<file path="src/bac_pkg.sv">
// Constants, register map and command encodings for the branch and string control unit.
// Assumes a single AHB-Lite master and a core that feeds commands one at a time.
package bac_pkg;
  // Register word indices; the byte address is four times the index.
  localparam logic [3:0] REG_CMD = 4'h0;
  localparam logic [3:0] REG_FLAGS = 4'h1;
  localparam logic [3:0] REG_COUNT = 4'h2;
  localparam logic [3:0] REG_SRC = 4'h3;
  localparam logic [3:0] REG_DST = 4'h4;
  localparam logic [3:0] REG_IP = 4'h5;
  localparam logic [3:0] REG_CS = 4'h6;
  localparam logic [3:0] REG_TARGET = 4'h7;
  localparam logic [3:0] REG_BOUND = 4'h8;
  localparam logic [3:0] REG_STATUS = 4'h9;
  localparam int IDX_LSB = 2;
  localparam int IDX_MSB = 5;
  // Command word fields.
  localparam int CMD_OP_LSB = 0;
  localparam int CMD_COND_LSB = 5;
  localparam int CMD_WORD = 9;
  localparam int CMD_REP = 10;
  localparam int CMD_LOCK = 11;
  localparam int CMD_FAR = 12;
  localparam int CMD_DISP_LSB = 16;
  // Flag bit positions in the flags register.
  localparam int FLG_CF = 0;
  localparam int FLG_PF = 2;
  localparam int FLG_ZF = 6;
  localparam int FLG_SF = 7;
  localparam int FLG_IE = 9;
  localparam int FLG_DF = 10;
  localparam int FLG_OF = 11;
  // Status register bits.
  localparam int STS_BUSY = 0;
  localparam int STS_HALT = 1;
  localparam int STS_WAIT = 2;
  localparam int STS_TAKEN = 3;
  localparam logic [15:0] STEP_BYTE = 16'h0001;
  localparam logic [15:0] STEP_WORD = 16'h0002;
  localparam logic [1:0] PUSH_NEAR = 2'h1;
  localparam logic [1:0] PUSH_FAR = 2'h2;
  localparam logic [1:0] PUSH_INT = 2'h3;
  localparam logic [7:0] VEC_NMI = 8'h02;
  localparam logic [7:0] VEC_OVF = 8'h04;
  localparam logic [7:0] VEC_BOUND = 8'h05;
  localparam logic [7:0] VEC_EXT = 8'h20;
  localparam logic SEG_DATA = 1'b0;
  localparam logic SEG_EXTRA = 1'b1;
  typedef enum logic [4:0] {
    OP_NOP = 5'h00, OP_MOVS = 5'h01, OP_CMPS = 5'h02, OP_SCAS = 5'h03,
    OP_LODS = 5'h04, OP_STOS = 5'h05, OP_INS = 5'h06, OP_OUTS = 5'h07,
    OP_JCC = 5'h08, OP_JMP = 5'h09, OP_CALL = 5'h0A, OP_RET = 5'h0B,
    OP_LOOP = 5'h0C, OP_LOOPE = 5'h0D, OP_LOOPNE = 5'h0E, OP_JUMP_ON_ZERO_COUNT = 5'h0F,
    OP_INT = 5'h10, OP_OVERFLOW_TRAP_INSTRUCTION = 5'h11, OP_BOUND = 5'h12, OP_IRET = 5'h13,
    OP_STC = 5'h14, OP_CLC = 5'h15, OP_CMC = 5'h16, OP_STD = 5'h17,
    OP_CLD = 5'h18, OP_STI = 5'h19, OP_CLI = 5'h1A, OP_HLT = 5'h1B,
    OP_WAIT = 5'h1C
  } bac_op_t;
  typedef enum logic [3:0] {
    CC_O = 4'h0, CC_NO = 4'h1, CC_B = 4'h2, CC_AE = 4'h3,
    CC_E = 4'h4, CC_NE = 4'h5, CC_BE = 4'h6, CC_A = 4'h7,
    CC_S = 4'h8, CC_NS = 4'h9, CC_P = 4'hA, CC_NP = 4'hB,
    CC_L = 4'hC, CC_GE = 4'hD, CC_LE = 4'hE, CC_G = 4'hF
  } bac_cc_t;
  typedef enum logic [1:0] {
    ST_IDLE = 2'b00, ST_EXEC = 2'b01, ST_HALT = 2'b10, ST_WAIT = 2'b11
  } bac_state_t;
endpackage : bac_pkg

</file>
<file path="src/bac_core.sv">
// Execution control for string stepping, transfers, loops, traps and processor control.
// Assumes an AHB-Lite master that issues single word transfers and a prefetch unit
// that acts on the flush pulse with the fetch address beside it.
//
// The placing of the registers and the AHB-Lite register port were left to the implementer.
`timescale 1ns/1ps
//
// Contract
// - Indices step up when direction clear, else down.
// - Step one for bytes, two for words.
// - Repeat decrements count by one per element.
// - Repeat with zero count does nothing.
// - Every transfer flushes queue, refetches new address; INT, overflow trap and bound raise int_raise without queue_flush.
// - Near call pushes one, far two.
// - Jumps push nothing onto the stack.
// - Conditional jump adds signed byte displacement.
// - False condition continues with next instruction.
// - Unsigned conditions from carry and zero.
// - Signed conditions from sign, overflow, zero.
// - Single flag tests, positive and negated forms.
// - Loops use count, short signed displacement.
// - Zero-count jump branches when count zero.
// - Overflow trap and bound check raise interrupts.
// - No acknowledge cycle for software or NMI.
// - Other control instructions leave flags unchanged.
// - Flag ops on carry, direction, interrupt enable.
// - Halt stops until interrupt or reset.
// - Wait stalls until test input active.
// - Lock prefix holds bus lock through instruction.
// - Source uses data segment, destination extra.
module bac_core
  import bac_pkg::*;
(
  input wire logic hclk,
  input wire logic hresetn,
  input wire logic hsel,
  input wire logic [31:0] haddr,
  input wire logic [1:0] htrans,
  input wire logic hwrite,
  input wire logic [2:0] hsize,
  input wire logic [31:0] hwdata,
  input wire logic hready,
  output logic hreadyout,
  output logic hresp,
  output logic [31:0] hrdata,
  input wire logic intr,
  input wire logic nmi,
  input wire logic test_n,
  output logic queue_flush,
  output logic [15:0] fetch_cs,
  output logic [15:0] fetch_ip,
  output logic [1:0] stack_push,
  output logic [1:0] stack_pop,
  output logic int_raise,
  output logic [7:0] int_vector,
  output logic inta_cycle,
  output logic elem_strobe,
  output logic elem_src_used,
  output logic elem_dst_used,
  output logic src_seg_sel,
  output logic dst_seg_sel,
  output logic [15:0] src_offset,
  output logic [15:0] dst_offset,
  output logic bus_lock,
  output logic halted
);

  typedef struct packed {
    bac_state_t st;
    bac_op_t op;
    bac_cc_t cond;
    logic [7:0] disp;
    logic wsz;
    logic rep;
    logic far;
    logic lock;
    logic [15:0] cx;
    logic [15:0] si;
    logic [15:0] di;
    logic [15:0] ip;
    logic [15:0] cs;
    logic [31:0] tgt;
    logic [31:0] bnd;
    logic cf;
    logic pf;
    logic zf;
    logic sf;
    logic of;
    logic df;
    logic ie;
    logic taken;
    logic wr_pend;
    logic [3:0] wr_idx;
    logic [31:0] rdata;
    logic flush;
    logic [1:0] push;
    logic [1:0] pop;
    logic irq;
    logic [7:0] vec;
    logic inta;
    logic elem;
    logic use_src;
    logic use_dst;
    logic [15:0] eso;
    logic [15:0] edo;
  } bac_regs_t;

  bac_regs_t s;
  bac_regs_t n;

  function automatic logic cond_true(input bac_cc_t cc, input bac_regs_t r);
    logic t;
    t = 1'b0;
    unique case (cc)
      CC_O: t = r.of;
      CC_NO: t = !r.of;
      CC_B: t = r.cf;
      CC_AE: t = !r.cf;
      CC_E: t = r.zf;
      CC_NE: t = !r.zf;
      CC_BE: t = r.cf | r.zf;
      CC_A: t = !(r.cf | r.zf);
      CC_S: t = r.sf;
      CC_NS: t = !r.sf;
      CC_P: t = r.pf;
      CC_NP: t = !r.pf;
      CC_L: t = r.sf ^ r.of;
      CC_GE: t = !(r.sf ^ r.of);
      CC_LE: t = (r.sf ^ r.of) | r.zf;
      CC_G: t = !((r.sf ^ r.of) | r.zf);
    endcase
    return t;
  endfunction : cond_true

  function automatic logic [31:0] read_reg(input logic [3:0] idx, input bac_regs_t r);
    logic [31:0] d;
    d = 32'h0000_0000;
    unique case (idx)
      REG_FLAGS:
      begin
        d[FLG_CF] = r.cf;
        d[FLG_PF] = r.pf;
        d[FLG_ZF] = r.zf;
        d[FLG_SF] = r.sf;
        d[FLG_IE] = r.ie;
        d[FLG_DF] = r.df;
        d[FLG_OF] = r.of;
      end
      REG_COUNT: d[15:0] = r.cx;
      REG_SRC: d[15:0] = r.si;
      REG_DST: d[15:0] = r.di;
      REG_IP: d[15:0] = r.ip;
      REG_CS: d[15:0] = r.cs;
      REG_TARGET: d = r.tgt;
      REG_BOUND: d = r.bnd;
      REG_STATUS:
      begin
        d[STS_BUSY] = r.st != ST_IDLE;
        d[STS_HALT] = r.st == ST_HALT;
        d[STS_WAIT] = r.st == ST_WAIT;
        d[STS_TAKEN] = r.taken;
      end
      default: d = 32'h0000_0000;
    endcase
    return d;
  endfunction : read_reg

  logic acc;
  logic [15:0] stp;
  logic [15:0] dsp;
  logic [15:0] cx_dec;
  logic is_str;
  logic str_src;
  logic str_dst;

  assign acc = hsel & htrans[1] & hready;
  assign stp = s.wsz ? STEP_WORD : STEP_BYTE;
  assign dsp = {{8{s.disp[7]}}, s.disp};
  assign cx_dec = s.cx - 16'h0001;
  assign is_str = s.op inside {OP_MOVS, OP_CMPS, OP_SCAS, OP_LODS, OP_STOS, OP_INS, OP_OUTS};
  assign str_src = s.op inside {OP_MOVS, OP_CMPS, OP_LODS, OP_OUTS};
  assign str_dst = s.op inside {OP_MOVS, OP_CMPS, OP_SCAS, OP_STOS, OP_INS};

  always_comb
  begin
    n = s;
    n.flush = 1'b0;
    n.push = 2'h0;
    n.pop = 2'h0;
    n.irq = 1'b0;
    n.inta = 1'b0;
    n.elem = 1'b0;
    // Software may only change architectural state while no command is running,
    // so hardware updates never collide with bus writes.
    if (s.wr_pend && s.st == ST_IDLE)
    begin
      unique case (s.wr_idx)
        REG_CMD:
        begin
          n.op = bac_op_t'(hwdata[CMD_OP_LSB +: 5]);
          n.cond = bac_cc_t'(hwdata[CMD_COND_LSB +: 4]);
          n.disp = hwdata[CMD_DISP_LSB +: 8];
          n.wsz = hwdata[CMD_WORD];
          n.rep = hwdata[CMD_REP];
          n.far = hwdata[CMD_FAR];
          n.lock = hwdata[CMD_LOCK];
          n.taken = 1'b0;
          n.st = ST_EXEC;
        end
        REG_FLAGS:
        begin
          n.cf = hwdata[FLG_CF];
          n.pf = hwdata[FLG_PF];
          n.zf = hwdata[FLG_ZF];
          n.sf = hwdata[FLG_SF];
          n.ie = hwdata[FLG_IE];
          n.df = hwdata[FLG_DF];
          n.of = hwdata[FLG_OF];
        end
        REG_COUNT: n.cx = hwdata[15:0];
        REG_SRC: n.si = hwdata[15:0];
        REG_DST: n.di = hwdata[15:0];
        REG_IP: n.ip = hwdata[15:0];
        REG_CS: n.cs = hwdata[15:0];
        REG_TARGET: n.tgt = hwdata;
        REG_BOUND: n.bnd = hwdata;
        default: n.st = s.st;
      endcase
    end
    unique case (s.st)
      ST_IDLE: n.st = n.st;
      ST_EXEC:
      begin
        n.st = ST_IDLE;
        n.lock = 1'b0;
        if (is_str)
        begin
          if (!(s.rep && s.cx == 16'h0000))
          begin
            n.elem = 1'b1;
            n.use_src = str_src;
            n.use_dst = str_dst;
            n.eso = s.si;
            n.edo = s.di;
            if (str_src)
              n.si = s.df ? s.si - stp : s.si + stp;
            if (str_dst)
              n.di = s.df ? s.di - stp : s.di + stp;
            if (s.rep)
            begin
              n.cx = cx_dec;
              if (cx_dec != 16'h0000)
              begin
                n.st = ST_EXEC;
                n.lock = s.lock;
              end
            end
          end
        end
        else
        begin
          unique case (s.op)
            OP_JCC:
              if (cond_true(s.cond, s))
              begin
                n.ip = s.ip + dsp;
                n.taken = 1'b1;
                n.flush = 1'b1;
              end
            OP_LOOP, OP_LOOPE, OP_LOOPNE:
            begin
              n.cx = cx_dec;
              if (cx_dec != 16'h0000 && (s.op == OP_LOOP || (s.op == OP_LOOPE) == s.zf))
              begin
                n.ip = s.ip + dsp;
                n.taken = 1'b1;
                n.flush = 1'b1;
              end
            end
            OP_JUMP_ON_ZERO_COUNT:
              if (s.cx == 16'h0000)
              begin
                n.ip = s.ip + dsp;
                n.taken = 1'b1;
                n.flush = 1'b1;
              end
            OP_JMP, OP_CALL, OP_RET:
            begin
              n.ip = s.tgt[15:0];
              if (s.far)
                n.cs = s.tgt[31:16];
              n.taken = 1'b1;
              n.flush = 1'b1;
              if (s.op == OP_CALL)
                n.push = s.far ? PUSH_FAR : PUSH_NEAR;
              if (s.op == OP_RET)
                n.pop = s.far ? PUSH_FAR : PUSH_NEAR;
            end
            OP_INT, OP_OVERFLOW_TRAP_INSTRUCTION, OP_BOUND:
            begin
              // Software interrupts never pulse the acknowledge output.
              n.vec = s.op == OP_INT ? s.disp : (s.op == OP_OVERFLOW_TRAP_INSTRUCTION ? VEC_OVF : VEC_BOUND);
              if (s.op == OP_INT || (s.op == OP_OVERFLOW_TRAP_INSTRUCTION && s.of) ||
                  (s.op == OP_BOUND && ($signed(s.tgt[15:0]) < $signed(s.bnd[15:0]) ||
                  $signed(s.tgt[15:0]) > $signed(s.bnd[31:16]))))
              begin
                n.irq = 1'b1;
                n.push = PUSH_INT;
              end
            end
            OP_IRET:
            begin
              n.ip = s.tgt[15:0];
              n.cs = s.tgt[31:16];
              n.pop = PUSH_INT;
              n.taken = 1'b1;
              n.flush = 1'b1;
            end
            OP_STC: n.cf = 1'b1;
            OP_CLC: n.cf = 1'b0;
            OP_CMC: n.cf = !s.cf;
            OP_STD: n.df = 1'b1;
            OP_CLD: n.df = 1'b0;
            OP_STI: n.ie = 1'b1;
            OP_CLI: n.ie = 1'b0;
            OP_HLT: n.st = ST_HALT;
            OP_WAIT: n.st = ST_WAIT;
            default: n.st = ST_IDLE;
          endcase
        end
      end
      ST_HALT:
        if (nmi)
        begin
          n.irq = 1'b1;
          n.vec = VEC_NMI;
          n.st = ST_IDLE;
        end
        else if (intr && s.ie)
        begin
          n.irq = 1'b1;
          n.inta = 1'b1;
          n.vec = VEC_EXT;
          n.st = ST_IDLE;
        end
      ST_WAIT:
        if (!test_n)
          n.st = ST_IDLE;
    endcase
    n.wr_pend = acc & hwrite;
    n.wr_idx = haddr[IDX_MSB:IDX_LSB];
    // Reads see this cycle's pending write, so a read right after a write is current.
    if (acc && !hwrite)
      n.rdata = read_reg(haddr[IDX_MSB:IDX_LSB], n);
  end

  always_ff @(posedge hclk or negedge hresetn)
  begin
    if (!hresetn)
      s <= '0;
    else
      s <= n;
  end

  assign hreadyout = 1'b1;
  assign hresp = 1'b0;
  assign hrdata = s.rdata;
  assign queue_flush = s.flush;
  assign fetch_cs = s.cs;
  assign fetch_ip = s.ip;
  assign stack_push = s.push;
  assign stack_pop = s.pop;
  assign int_raise = s.irq;
  assign int_vector = s.vec;
  assign inta_cycle = s.inta;
  assign elem_strobe = s.elem;
  assign elem_src_used = s.use_src;
  assign elem_dst_used = s.use_dst;
  assign src_seg_sel = SEG_DATA;
  assign dst_seg_sel = SEG_EXTRA;
  assign src_offset = s.eso;
  assign dst_offset = s.edo;
  assign bus_lock = s.lock;
  assign halted = s.st == ST_HALT;

endmodule : bac_core

</file>
<file path="config.mk">
export PLATFORM = sky130hd
export DESIGN_NAME = bac_core
export DESIGN_NICKNAME = d
export VERILOG_FILES = /design/src/bac_pkg.sv /design/src/bac_core.sv
export SDC_FILE = /design/constraint.sdc
export NUM_CORES = 1
export LEC_CHECK = 0
export ABC_CLOCK_PERIOD_IN_PS = 4100
export BUFFER_PORTS_ARGS = -buffer_cell sky130_fd_sc_hd__buf_2
export CAP_MARGIN = 20
export CORE_MARGIN = 2
export CORE_UTILIZATION = 59
export CTS_CLUSTER_SIZE = 20
export DETAILED_ROUTE_END_ITERATION = 8
export PLACE_DENSITY_LB_ADDON = 0.15
export SETUP_SLACK_MARGIN = 0.1
export SYNTH_ARGS = -nofsm -noshare
export SYNTH_HDL_FRONTEND = slang
export SYNTH_SLANG_ARGS = --single-unit
</file>
<file path="constraint.sdc">
create_clock -name hclk -period 4.1 [get_ports hclk]
set_input_delay 0.615 -clock hclk [delete_from_list [all_inputs] [get_ports hclk]]
set_output_delay 0.615 -clock hclk [all_outputs]
set_load 0.1 [all_outputs]
</file>
## Word-level counts from Yosys, hierarchy flattened

Index checks and enable logic that the tools add are counted.
Widths: inputs -> output; s select.

- Input port bits: 77
- Bits in registers: 262
- Output and inout bits: 120
- Word-level logic and storage cells: 252

- Add/sub/neg operators: 6
- Reductions and logical operators: 40
- Multiplexer cells: 90
- Equality and inequality tests: 70
- Bitwise operators: 7
- $lt $le $gt $ge: 2

Operators with widths:

| cell | count |
|---|---|
| $mux 16 | 15 |
| $mux 175 | 1 |
| $mux 32 | 4 |
| $mux 35 | 3 |
| $mux 81 | 1 |
| $eq 5x5->1 const B | 13 |
| $pmux 16 s2 | 2 |
| $pmux 16 s4 | 1 |
| $mux 49 | 1 |
| $eq 4x3->1 const B | 12 |
| $eq 4x4->1 const B | 11 |
| $eq 5x4->1 const B | 8 |
| $add 16x2->16 | 2 |
| $sub 16x2->16 | 2 |
| $pmux 4 s7 | 1 |
| $eq 4x2->1 const B | 6 |
| $mux 2 | 12 |
| $pmux 3 s8 | 1 |
| $mux 21 | 1 |
| $eq 5x3->1 const B | 4 |
| $mux 1 | 19 |
| $mux 9 | 2 |
| $pmux 1 s9 | 2 |
| $pmux 9 s2 | 1 |
| 51 further kinds | 90 |

## Logic depth before layout (Yosys ltp)

- Depth after elaboration: 12
- Mapped depth: 14
- Depth with buffers taken out: 13

## Worst setup path after synthesis

Ideal clock, no wire load.

- Path type: reg-to-reg
- Start: reg s[89] (netlist name)
- End: reg s, in the netlist hrdata[14]
- Path slack: 0.707 ns
- Cell stages (with the launch flop): 12
- Path buffers: 0
- Required time: 4.014 ns
- Data arrival time: 3.307 ns
- Period minus slack after synthesis: 3.393 ns
- Setup time: 0.086 ns
- Path through: dfrtp_1 nand2_1 fa_1 nand2b_1 a21oi_1 o22ai_1 o21ai_0 a21oi_1 nor2b_1 mux2_2 o311a_1 a32oi_1

- Cells in the longest elaborated chain, start to end: 6
- Elaborated cells on any way between the ends: 8
- Those cells by class: mux (8)

Ends and longest elaborated chain:

| what | RTL line | RTL |
|---|---|---|
| start, declared | bac_core.sv:108 | `bac_regs_t s;` |
| start signal, assigned | bac_core.sv:362 | `s <= n;` |
| $mux 16 (on tied branches) | bac_core.sv:248, bac_core.sv:246 |  |
| $mux 16 (on tied branches) | bac_core.sv:247, bac_core.sv:245 |  |
| $mux 49 (*) | bac_core.sv:238 | `if (!(s.rep && s.cx == 16'h0000))` |
| $mux 32 (*) | bac_core.sv:236 | `if (is_str)` |
| $mux 81 (*) | bac_core.sv:230 | `unique case (s.st)` |
| $pmux 4 s7 (*) | bac_core.sv:138 | `unique case (idx)` |

Mark *: on every way between the ends. The rest lies on a longest branch, timed or not.
A chain may end at the register's enable or synchronous reset.

## Worst setup path in the final report

- Start: reg s[223] (netlist name)
- End: reg s, in the netlist hrdata[4]

- Cells in the longest elaborated chain, start to end: 8
- Elaborated cells on any way between the ends: 16
- Those cells by class: add/sub (1); mux (11); reduce/logical (4)

Ends and longest elaborated chain:

| what | RTL line | RTL |
|---|---|---|
| $sub 16x1->16 | bac_core.sv:179 | `assign cx_dec = s.cx - 16'h0001;` |
| $reduce_bool 16->1 | bac_core.sv:273 | `if (cx_dec != 16'h0000 && (s.op == OP_LOOP \|\| (s.op == OP_LOOPE) == s.zf))` |
| $logic_and 1x1->1 | bac_core.sv:273 |  |
| $mux 16 | bac_core.sv:273 |  |
| $pmux 16 s4 | bac_core.sv:262 | `unique case (s.op)` |
| $mux 32 | bac_core.sv:236 |  |
| $mux 81 (*) | bac_core.sv:230 |  |
| $pmux 2 s7 (*) | bac_core.sv:138 |  |

Marks and branches as above.

==> flow_metrics.env <==
export IMPL_fillCellCount=2396
export IMPL_area_delta_synth_final_pct=9.04
export IMPL_grt_usage=0.363
export IMPL_yosys_top_cells_area="dfrtp_1 (39%), mux2_2 (7.6%), ha_1 (6.2%), buf_4 (5.2%), nand2_1 (4.2%)"
export IMPL_p_sw_w=0.00485
export IMPL_stdcell_area_um2=18200
export IMPL_synth_seq_cells=262
export IMPL_drive_gt1_frac=0.212
export IMPL_rsz0062_at_grt="false"
export IMPL_multiInputGateArea_um2=8690
export IMPL_die_h_um=172
export IMPL_critPathKind="reg2reg"
export IMPL_cts_hold_buf=0
export IMPL_die_area_um2=29700
export IMPL_clkSlewWorstSetupHoldPaths_ns=0.06
export IMPL_power_internal_w=0.00597
export IMPL_drv_slew=0
export IMPL_fin_crit_ns=3.73
export IMPL_setup_viol=0
export IMPL_synth_area_um2=16700
export IMPL_clock_path_buffers=3
export IMPL_dr_pass1_iters=6
export IMPL_synth_commonest_cells="dfrtp_1 (262), nand2_1 (185), nor2_1 (124), buf_4 (115), mux2_2 (113)"
export IMPL_fin_worst_skew_ns=0.0241
export IMPL_max_cap_violations=0
export IMPL_clockRootBuffer="clkbuf_16"
export IMPL_numPortBuffers=160
export IMPL_cp_end_kind="register"
export IMPL_grt_max_degree=100
export IMPL_seqCellArea_um2=6560
export IMPL_final_period_utilization=0.910
export IMPL_htreeDepth=1
export IMPL_synth_cell_types=85
export IMPL_synth_area_per_cell_um2=9.37
export IMPL_worstSkewPairLatency_ns=0.59
export IMPL_ant_nets=0
export IMPL_routed_via_count=14200
export IMPL_hold_viol=0
export IMPL_p_leak_nw=8.52
export IMPL_p_seq_frac=0.325
export IMPL_antenna_found_initial=1
export IMPL_seq_area_frac_synth=0.392
export IMPL_crit_required_ns=4.53
export IMPL_gp_congestion=0.990
export IMPL_io_pins=197
export IMPL_yosys_most_used_dff="dfrtp_1"
export IMPL_outcome="finished, final reports clean"
export IMPL_yosys_area_top_type="dfrtp_1"
export IMPL_hpwl_um=39900
export IMPL_postCtsSetupBuffers=0
export IMPL_yosysWarningCount=0
export IMPL_gr_total_overflow=0
export IMPL_grt_pass1_vias=13300
export IMPL_max_slew_margin=0.251
export IMPL_setup_tns_ns=0
export IMPL_core_um2=27900
export IMPL_hold_path_class="in2async"
export IMPL_syn_inst=1784
export IMPL_nNetsFinal=1991
export IMPL_placementRows=61
export IMPL_worst_pin_slew_ns=1.12
export IMPL_vias_per_cell=6.37
export IMPL_p_comb_frac=0.419
export IMPL_synth_edf_count=0
export IMPL_grt_pass1_wl_um=79800
export IMPL_cts_tree="done"
export IMPL_drt_iter0_markers=1646
export IMPL_wl_um=53600
export IMPL_synth_top_area_share=0.392
export IMPL_clock_sink_count=262
export IMPL_cts_resized=0
export IMPL_vdd_drop_max_v=0.000652
export IMPL_synth_most_common_cell="dfrtp_1"
export IMPL_cp_start_kind="register"
export IMPL_crit_fanout=7
export IMPL_cts_made_buffers=30
export IMPL_swShare=0.448
export IMPL_dpl_cell_area_um2=17200
export IMPL_routedWlPerCell_um=24.1
export IMPL_power_density_nw_per_um2=594
export IMPL_arrival_ns=4.17
export IMPL_postSynth_asyncResetShare=1.00
export IMPL_start_util=0.600
export IMPL_drt_drc_violations_left=0
export IMPL_power_frac_clock=0.256
export IMPL_timing_fmax_mhz=268
export IMPL_die_width_um=172
area by class of cell:
class / count / area share
multi-input combinational: 1247 / 0.477
inverter: 84 / 0.0176
clock buffer: 44 / 0.0479
timing repair buffer: 203 / 0.0636
clock inverter: 10 / 0.00824
sequential: 262 / 0.360
antenna: 1 / 0.000137
tap: 378 / 0.0260
critical path, stage by stage (launching register included):
cell and delay, ns:
dfrtp_1 0.45, inv_1 0.11, ha_1 0.27, or3b_1 0.51, nor4_4 0.39, xnor2_1 0.16, nand3_1 0.17, o2111ai_2 0.40
nand2_1 0.28, a221o_1 0.38, a21oi_1 0.32, o211ai_1 0.15
stage by stage:
step	hold slack, ns	worst slack [ns]	total power (W)	utilization	std cells
4_1_cts	0.0764	0.443	0.0108	0.654	2228
6_report	0.0342	0.369	0.0108	0.654	2229
5_1_grt	0.0932	0.152	0.0113	0.654	2228
3_3_place_gp	0.459	0.496	0.00792	0.617	2174
3_5_place_dp	0.474	0.449	0.00799	0.617	2174
2_1_floorplan	0.319	0.707	0.00716	-	1786
worst paths after layout:
check / start / endpoint / slack (ns) / cells after the start
min in group hclk: hwrite / s[86] / 0.29 / 3
hold / removal: hresetn / int_vector[1] / 0.03 / 1
max in group asynchronous: hresetn / src_offset[4] / 3.08 / 2
hold reg to reg: int_vector[6] / int_vector[6] / 0.48 / 2
setup / recovery: s[223] / hrdata[4] / 0.37 / 11
setup reg to reg: s[223] / hrdata[4] / 0.37 / 11
power groups by stage:
stage,Combinational (W),Sequential (W),Clock (W)
after floorplan,0.00379,0.00337,0
after CTS,0.00448,0.00350,0.00279
after global routing,0.00484,0.00356,0.00291
after global placement,0.00439,0.00353,0
final,0.00454,0.00351,0.00277
after detailed placement,0.00445,0.00354,0
cell families after synthesis:
group,Yosys count,synth area share
xor+xnor,42,0.0220
flops,262,0.392
compound gates,430,0.172
mux,173,0.112
fa+ha+maj,86,0.0657
simple gates,512,0.146
other cells,2,0.000449
buf+inv,277,0.0895
flip-flops by register name, indices dropped and copies added, names as in the netlist, 2 cells and up:
signal,flops
s,139
src_offset,16
hrdata,32
fetch_cs,16
int_vector,8
fetch_ip,16
stack_pop,2
dsp,8
stack_push,2
dst_offset,16
placed cells by master, fill, tap and decap left out, drive strengths merged, types with 5 or more instances in the layout:
master  instances
or2             7
o211ai          9
a21oi          99
nand4          14
a22oi          15
xor2           14
a221oi         30
or3            12
a31oi           9
nand2b         21
nor4           13
o21a           28
nand3b          5
clkinv         10
inv            81
and3           13
o21ai         106
nand3          34
a211oi         14
and2           11
buf           203
o22ai          11
clkbuf         44
a21o           21
mux2i          60
mux2          113
nand2         185
nor3           30
a311oi          5
nor3b           7
a31o            6
xnor2          28
a32oi           5
ha             83
a21boi          5
nor2b          18
a221o          12
dfrtp         262
nor2          124
metal layers:
| metal | share of wire | GRT usage | up-vias |
|---|---|---|---|
| li1 | - | - | 6384 |
| met1 | 0.41 | 0.506 | 6908 |
| met2 | 0.43 | 0.548 | 767 |
| met3 | 0.11 | 0.0815 | 139 |
| met4 | 0.046 | 0.149 | 0 |
| met5 | 0 | 0 | - |
No activity file was read; power rests on OpenSTA's default activity.
